File: config.mk
export PLATFORM = sky130hd
export DESIGN_NAME = coord_time_base_feed_control
export DESIGN_NICKNAME = d
export VERILOG_FILES = /design/src/rtl/coord_time_base_pkg.sv /design/src/rtl/coord_time_base_feed_control.sv /design/src/rtl/time_base_slewer.sv
export VERILOG_INCLUDE_DIRS = /design/src /design/src/rtl
export SDC_FILE = /design/constraint.sdc
export NUM_CORES = 1
export LEC_CHECK = 0
export ABC_AREA = 1
export ABC_CLOCK_PERIOD_IN_PS = 6000
export CORE_MARGIN = 4
export CORE_UTILIZATION = 40
export CTS_BUF_LIST = sky130_fd_sc_hd__clkbuf_16
export DETAILED_ROUTE_END_ITERATION = 16
export DONT_BUFFER_PORTS = 1
export GPL_ROUTABILITY_DRIVEN = 0
export GPL_TIMING_DRIVEN = 0
export SYNTH_ARGS = -nofsm -noshare
export SYNTH_HDL_FRONTEND = slang
export SYNTH_SLANG_ARGS = --single-unit
File: constraint.sdc
create_clock -name sys_clk -period 6 [get_ports sys_clk]
set_input_delay 0.6 -clock sys_clk [delete_from_list [all_inputs] [get_ports sys_clk]]
set_output_delay 0.6 -clock sys_clk [all_outputs]
set_load 0.01 [all_outputs]
File: src/rtl/coord_time_base_map.svh
// Constants for the coordinate-system time-base and feed supervision block
`ifndef COORD_TIME_BASE_MAP_SVH
`define COORD_TIME_BASE_MAP_SVH
`define TB_ONE_MS 24'h800000
`define TB_SLEW_DEFAULT 24'h00066c
`define TB_HOLD_DEFAULT 24'h00066c
`define TB_SRC_DEFAULT 16'h0806
`define PROG_DEFAULT 15'h0000
`define CONT_MOTION_BIT 4
`define SERVO_DIV_DEFAULT 16'h4510
`endif

File: src/rtl/coord_time_base_pkg.sv
// Types for the coordinate-system time-base and feed supervision block
package coord_time_base_pkg;
	typedef enum logic [1:0] {
		RUN_IDLE = 2'b00,
		RUN_ACTIVE = 2'b01,
		RUN_HOLD = 2'b10,
		RUN_FAULT = 2'b11
	} run_state_t;
endpackage

File: src/rtl/coord_time_base_feed_control.sv
// Coordinate-system time-base, blending, arc and feedrate supervision
`timescale 1ns/10ps
`include "coord_time_base_map.svh"
module coord_time_base_feed_control (
	// Clock and reset
	input wire logic sys_clk,
	input wire logic resetn,
	// Panel start inputs, asynchronous pins
	input wire logic panel_go_low,
	input wire logic panel_single_low,
	// Configuration
	input wire logic [14:0] default_program_select,
	input wire logic blend_disable_flag,
	input wire logic [15:0] time_base_source_pointer,
	input wire logic [23:0] time_base_slew_rate,
	input wire logic [23:0] hold_decel_rate,
	input wire logic [31:0] arc_error_limit,
	input wire logic [31:0] feedrate_ceiling,
	input wire logic [15:0] servo_divider,
	// Host commands, one-cycle pulses
	input wire logic pick_program,
	input wire logic [14:0] pick_program_num,
	input wire logic execute_all,
	input wire logic one_move_go,
	input wire logic pause_motion,
	input wire logic abort_run,
	input wire logic [23:0] time_base_order,
	input wire logic time_base_order_wr,
	// Alternate hardware time-base source
	input wire logic [15:0] hw_source_addr,
	input wire logic [23:0] hw_time_base,
	// Continuous-motion status bit written during a run
	input wire logic status_wr,
	input wire logic [7:0] status_wdata,
	// Arc check request
	input wire logic arc_check,
	input wire logic arc_center_vector_form,
	input wire logic [31:0] arc_chord,
	input wire logic [31:0] arc_radius,
	// Feedrate request
	input wire logic feed_valid,
	input wire logic [31:0] vector_speed_word,
	// Outputs
	output logic run_start,
	output logic single_step,
	output logic [14:0] run_program,
	output logic running,
	output logic blend_enable,
	output logic dwell_insert,
	output logic [7:0] cs_status,
	output logic [23:0] actual_time_base,
	output logic time_base_settled,
	output logic arc_spiral,
	output logic arc_error,
	output logic [31:0] feedrate_out,
	output logic feed_clamped,
	output logic servo_tick
);
	// ------------------------------------------------------------
	// Input synchronisers and edges
	// ------------------------------------------------------------
	logic [1:0] go_sync_reg;
	logic [1:0] single_sync_reg;
	logic go_prev_reg;
	logic single_prev_reg;
	logic go_fall;
	logic single_fall;

	// Two flops on each pin; edges read only the second stage
	always_ff @(posedge sys_clk) begin
		if (!resetn) begin
			go_sync_reg <= 2'h3;
			single_sync_reg <= 2'h3;
			go_prev_reg <= 1'b1;
			single_prev_reg <= 1'b1;
		end else begin
			go_sync_reg <= {go_sync_reg[0], panel_go_low};
			single_sync_reg <= {single_sync_reg[0], panel_single_low};
			go_prev_reg <= go_sync_reg[1];
			single_prev_reg <= single_sync_reg[1];
		end
	end

	assign go_fall = go_prev_reg & ~go_sync_reg[1];
	assign single_fall = single_prev_reg & ~single_sync_reg[1];

	// ------------------------------------------------------------
	// Servo cycle divider
	// ------------------------------------------------------------
	logic [15:0] div_count_reg;

	// Tick once per servo cycle; zero divider falls back to the default
	always_ff @(posedge sys_clk) begin
		if (!resetn) begin
			div_count_reg <= 16'h0000;
			servo_tick <= 1'b0;
		end else if (div_count_reg >= ((servo_divider == 16'h0000) ?
				`SERVO_DIV_DEFAULT : servo_divider) - 16'h0001) begin
			div_count_reg <= 16'h0000;
			servo_tick <= 1'b1;
		end else begin
			div_count_reg <= div_count_reg + 16'h0001;
			servo_tick <= 1'b0;
		end
	end

	// ------------------------------------------------------------
	// Program selection
	// ------------------------------------------------------------
	logic host_picked_reg;
	logic [14:0] host_prog_reg;
	logic start_any;
	logic panel_start;

	assign panel_start = go_fall | single_fall;
	assign start_any = execute_all | one_move_go | panel_start;

	always_ff @(posedge sys_clk) begin
		if (!resetn) begin
			host_picked_reg <= 1'b0;
			host_prog_reg <= `PROG_DEFAULT;
		end else if (pick_program) begin
			host_picked_reg <= 1'b1;
			host_prog_reg <= pick_program_num;
		end
	end

	always_ff @(posedge sys_clk) begin
		if (!resetn) begin
			run_program <= `PROG_DEFAULT;
			run_start <= 1'b0;
			single_step <= 1'b0;
		end else begin
			run_start <= start_any;
			single_step <= one_move_go | single_fall;
			if (start_any) begin
				run_program <= host_picked_reg ? host_prog_reg : default_program_select;
			end
		end
	end

	// ------------------------------------------------------------
	// Run state
	// ------------------------------------------------------------
	coord_time_base_pkg::run_state_t state_reg;
	logic arc_fault;

	// An arc fault takes precedence over any start in the same cycle
	always_ff @(posedge sys_clk) begin
		if (!resetn) begin
			state_reg <= coord_time_base_pkg::RUN_IDLE;
		end else begin
			case (state_reg)
				coord_time_base_pkg::RUN_IDLE,
				coord_time_base_pkg::RUN_HOLD,
				coord_time_base_pkg::RUN_FAULT: begin
					if (start_any && !arc_fault) begin
						state_reg <= coord_time_base_pkg::RUN_ACTIVE;
					end
				end
				coord_time_base_pkg::RUN_ACTIVE: begin
					if (arc_fault) begin
						state_reg <= coord_time_base_pkg::RUN_FAULT;
					end else if (abort_run) begin
						state_reg <= coord_time_base_pkg::RUN_IDLE;
					end else if (pause_motion) begin
						state_reg <= coord_time_base_pkg::RUN_HOLD;
					end
				end
				default: begin
					state_reg <= coord_time_base_pkg::RUN_IDLE;
				end
			endcase
		end
	end

	assign running = (state_reg == coord_time_base_pkg::RUN_ACTIVE);

	// ------------------------------------------------------------
	// Blend control
	// ------------------------------------------------------------
	// flag sampled at start only
	always_ff @(posedge sys_clk) begin
		if (!resetn) begin
			cs_status <= 8'h00;
		end else if (execute_all | one_move_go | panel_start) begin
			cs_status[`CONT_MOTION_BIT] <= ~blend_disable_flag;
		end else if (status_wr) begin
			cs_status <= status_wdata;
		end
	end

	assign blend_enable = cs_status[`CONT_MOTION_BIT];
	assign dwell_insert = ~cs_status[`CONT_MOTION_BIT];

	// ------------------------------------------------------------
	// Time-base source and slew
	// ------------------------------------------------------------
	logic [23:0] order_reg;
	logic [23:0] tb_source;
	logic [23:0] tb_target;
	logic [23:0] tb_rate;
	logic hold_ramp_reg;

	// Commanded value, reset to one ms per servo tick (full speed)
	always_ff @(posedge sys_clk) begin
		if (!resetn) begin
			order_reg <= `TB_ONE_MS;
		end else if (time_base_order_wr) begin
			order_reg <= time_base_order;
		end
	end

	// pointer selects the source; both use the same scale
	// hardware value followed under the slew limit
	assign tb_source = (time_base_source_pointer == `TB_SRC_DEFAULT) ? order_reg :
		(time_base_source_pointer == hw_source_addr) ? hw_time_base : order_reg;

	// hold ramps use the hold rate, also on the way back up
	always_ff @(posedge sys_clk) begin
		if (!resetn) begin
			hold_ramp_reg <= 1'b0;
		end else if (pause_motion) begin
			hold_ramp_reg <= 1'b1;
		end else if (time_base_order_wr) begin
			hold_ramp_reg <= 1'b0;
		end else if (state_reg == coord_time_base_pkg::RUN_ACTIVE && time_base_settled) begin
			hold_ramp_reg <= 1'b0;
		end
	end

	assign tb_target = (state_reg == coord_time_base_pkg::RUN_HOLD) ? 24'h000000 : tb_source;
	assign tb_rate = hold_ramp_reg ? hold_decel_rate : time_base_slew_rate;

	time_base_slewer u_slewer (
		.sys_clk(sys_clk),
		.resetn(resetn),
		.step_en(servo_tick),
		.target(tb_target),
		.rate(tb_rate),
		.value(actual_time_base),
		.settled(time_base_settled)
	);

	// ------------------------------------------------------------
	// Arc tolerance
	// ------------------------------------------------------------
	logic [32:0] two_r;
	logic [32:0] excess;
	logic over_2r;

	assign two_r = {arc_radius, 1'b0};
	assign over_2r = {1'b0, arc_chord} > two_r;
	assign excess = {1'b0, arc_chord} - two_r;
	// error only for radius arcs beyond a nonzero limit
	assign arc_fault = arc_check & ~arc_center_vector_form & over_2r &
		(arc_error_limit != 32'h00000000) & (excess > {1'b0, arc_error_limit});

	always_ff @(posedge sys_clk) begin
		if (!resetn) begin
			arc_spiral <= 1'b0;
			arc_error <= 1'b0;
		end else begin
			arc_spiral <= arc_check & ~arc_center_vector_form & over_2r & ~arc_fault;
			arc_error <= arc_fault;
		end
	end

	// ------------------------------------------------------------
	// Feedrate ceiling
	// ------------------------------------------------------------
	// clamp only with nonzero ceiling
	always_ff @(posedge sys_clk) begin
		if (!resetn) begin
			feedrate_out <= 32'h00000000;
			feed_clamped <= 1'b0;
		end else if (feed_valid) begin
			if (feedrate_ceiling != 32'h00000000 && vector_speed_word > feedrate_ceiling) begin
				feedrate_out <= feedrate_ceiling;
				feed_clamped <= 1'b1;
			end else begin
				feedrate_out <= vector_speed_word;
				feed_clamped <= 1'b0;
			end
		end
	end
endmodule

File: src/rtl/time_base_slewer.sv
// Slews a value toward a target by a bounded step on each enable
`timescale 1ns/10ps
module time_base_slewer (
	// Clock and reset
	input wire logic sys_clk,
	input wire logic resetn,
	// Control
	input wire logic step_en,
	input wire logic [23:0] target,
	input wire logic [23:0] rate,
	// Result
	output logic [23:0] value,
	output logic settled
);
	logic [23:0] value_reg;
	logic [23:0] value_next;
	logic [23:0] diff;

	// Step clamped so it lands on the target, never past it
	always_comb begin
		value_next = value_reg;
		if (target > value_reg) begin
			diff = target - value_reg;
			value_next = (diff > rate) ? value_reg + rate : target;
		end else begin
			diff = value_reg - target;
			value_next = (diff > rate) ? value_reg - rate : target;
		end
	end

	// Value updates only on the servo tick
	always_ff @(posedge sys_clk) begin
		if (!resetn) begin
			value_reg <= 24'h000000;
		end else if (step_en) begin
			value_reg <= value_next;
		end
	end

	assign value = value_reg;
	assign settled = (value_reg == target);
endmodule

==> out/metrics.cfg <==
[run_status]
status = complete, no violations

[critical_path]
r2r_slack_ns = 0.51
crit_path_start_kind = input port
worstRegToRegCells = 27
critPathMaxFanout = 10
critPathSlowestCell = ha_1
cp_slowest_stage_delay_ns = 0.32
worstReg2RegStart = state_reg[1]
crit_top_cell = nand2_1
crit_arrival_ns = 5.94
worstSetupPathType = in -> reg
worstReg2RegEnd = u_slewer.value[23]
worst_ep_required_time_ns = 6.34
cp-end-kind = register

[yosys]
async_flop_share_pct = 0
synth_adder_area_share_pct = 19.0
syn_area_per_cell_um2 = 6.50
synthFlopType = dfxtp_1
yosys.area_share.simple_pct = 23.7
synth-seq-cells = 150
ys_warn_count = 0
netlist.top_cell.by_area = ha_1
synth_area_leaders = ha_1, dfxtp_1, nand2_1
synth_cells = 2653
netlist_area_um2 = 17200
ys_seq_area_share_pct = 17.4
synth.area.mux_share_pct = 0.0581
synth_top_cell_area_share_pct = 18.4
ys_types = 58
synth_top_family_by_area = simple AND/OR/NAND/NOR gates
synth_fp_nets = 3269
synth_compound_area_share_pct = 21.5
synth_edf_count = 0
synth_xor_area_share_pct = 7.57

[global_routing]
antenna_found_initial = 15
first_global_vias = 17600
grt_max_degree = 19
grt-ovfl-total = 0
grt_first_pass_wirelength_um = 98300
grt_usage_pct = 26.6

[cells_and_area]
area_growth_pct = 8.43
fin_nets = 3290
layout-drive-gt1-share_pct = 6.74
fin_cells = 3271
design_area_um2 = 18700
largest_reg_flops = 32

[place]
dp_slack_ns = -1.30
post_dp_cell_area_um2 = 18000
dp.final_hpwl_um = 55100
io_buffers = 0
placed_cells = 3230

[pwr]
vdd_drop_max_uv = 233
p_clk_share_pct = 29.1
p_int_w = 0.00217
p_sw_share_pct = 43.0
power.switching_w = 0.00164
p_comb_share_pct = 42.0
p_per_area_nw_per_um2 = 204
power.leakage_nw = 9.11
p_seq_share_pct = 28.9

[floorplan]
dieArea_um2 = 46500
die_h_um = 216
core-area_um2 = 42300
initial_core_util_pct = 40.7
ios = 446
fp-row-count = 75
fp.dieW_um = 216

[sta]
fmax_mhz = 179
fin_crit_sh_pct = 93.3
relSlewSlack_pct = 19.5
fin_skew_ns = 0.0104
drv_slew = 0
max_slew.worst_pin.slew_ns = 1.19
fin_ws_ns = 0.400
hold_viol_final = 0
fin_crit_ns = 5.60
setup_violations = 0

[min_path]
min_path_cells = 1
hold_path_end = single_sync_reg[0]
worst_hold_path_type = in -> reg
hp-start = panel_single_low

[clocking]
cts_tree = built
clock-sinks = 150
clockRootBuffer = clkbuf_16
ctsHoldBuffers = 0
htreeDepth = 4
cts_buffer_depth = 2
clk_pin_slew_ns = 0.08
cts_buffers = 17
clock_latency_ns = 0.45

[drt]
drtAntennaViolNets = 0
drc = 0
dr.pass1.iters = 9
via_per_inst = 5.54
drt_wl_total_um = 64900
first_iter_violations = 1350
wire_per_inst_um = 19.9
num_vias = 18100

[run]
maxCapViolCount = 0

## layout make-up
cell class,instances,area [µm²]
Antenna cell,7,17.5
Buffer,103,475
Clock buffer,17,425
Clock inverter,15,173
Fill cell,4496,23600
Inverter,374,1400
Multi-Input combinational cell,2026,12500
Sequential cell,150,3000
Tap cell,577,722
Timing Repair Buffer,2,15.0
## power by group through the flow
stage	combinational, W	sequential (W)	clock [W]
after floorplan	0.00115	0.00111	0
after global routing	0.00180	0.00111	0.00118
after detailed placement	0.00154	0.00112	0
after CTS	0.00155	0.00110	0.00113
after global placement	0.00149	0.00112	0
final	0.00160	0.00110	0.00111
## placed cells by master (no fill, tap or decap), types with 26 or more instances in the layout
cell type and n:
xor2_1 114, nand3_1 70, xnor2_1 35, nand4_1 27, clkbuf_1 51, nor3_1 29, or2_2 42, o21ai_0 192
a31oi_1 29, nor2_1 294, buf_2 26, nand2_1 434, a21oi_1 276, o21ai_1 40, inv_1 362, dfxtp_1 150
ha_1 254
## logic make-up (layout without fill, tap and decap cells)
family                   count (synthesis)  in the layout
AND/OR/NAND/NOR                        956            956
flip-flops                             150            150
buffers and inverters                  477            511
AO/OA/AOI/OAI                          661            661
multiplexers                             1              1
other                                    0              7
adder cells (fa/ha/maj)                259            259
XOR/XNOR                               149            149
## layer usage
metal,wire length (µm),part of all wire (%),vias up,GRT usage [%]
met3,6170,9.5,107,7.99
met5,60,0.092,-,0
met1,26900,41,8381,32.9
met2,30100,46,752,44.8
li1,-,-,8857,-
met4,1720,2.7,10,7.34
## cells in the mapped netlist (11+ instances only)
cell type / number
a21oi_1: 279
a31oi_1: 30
buf_2: 26
clkbuf_1: 60
dfxtp_1: 150
ha_1: 254
inv_1: 363
inv_2: 11
nand2_1: 438
nand3_1: 70
nand4_1: 27
nor2_1: 297
nor3_1: 32
nor4_1: 25
o211ai_1: 24
o21a_1: 13
o21ai_0: 197
o21ai_1: 39
o221ai_1: 12
or2_2: 42
xnor2_1: 35
xor2_1: 114
## how the worst max path moves through the flow
stage                                       startpoint            endpoint  slack, ns  depth (start not counted)
after floorplan           time_base_source_pointer[15]   u_slewer.value[0]       0.52                         35
after global placement     time_base_source_pointer[5]   u_slewer.value[6]      -1.14                         33
after detailed placement   time_base_source_pointer[5]   u_slewer.value[2]      -1.30                         33
after CTS                                 state_reg[1]   u_slewer.value[6]       0.03                         31
after global routing       time_base_source_pointer[5]   u_slewer.value[6]     -0.007                         34
final                      time_base_source_pointer[5]  u_slewer.value[23]       0.40                         34
## critical path: cells and delay by family
family                   cells  cell delay, ns
AO/OA/AOI/OAI                9            1.73
AND/OR/NAND/NOR             14            1.72
XOR/XNOR                     2            0.25
adder cells (fa/ha/maj)      2            0.59
buffers and inverters        7            1.02
## metrics by stage
stage / power, W / hold slack [ns] / setup TNS (ns) / util [%]
finish: 0.00382 / 0.255 / 0 / 44.2
global route: 0.00409 / 0.232 / -0.00682 / 44.1
floorplan: 0.00225 / 0.392 / 0 / -
CTS: 0.00379 / 0.230 / 0 / 44.0
detailed placement: 0.00266 / 0.399 / -23.57 / 42.4
global placement: 0.00262 / 0.400 / -19.91 / 42.4
## repair_timing
action                                  in CTS  in global routing
resized for setup                           12                 37
setup buffers                                2                  0
pin swaps                                    1                  1
hold endpoints to repair                     0                  0
endpoints found under the setup margin      24                 24
No activity file was read; power rests on OpenSTA's default activity.
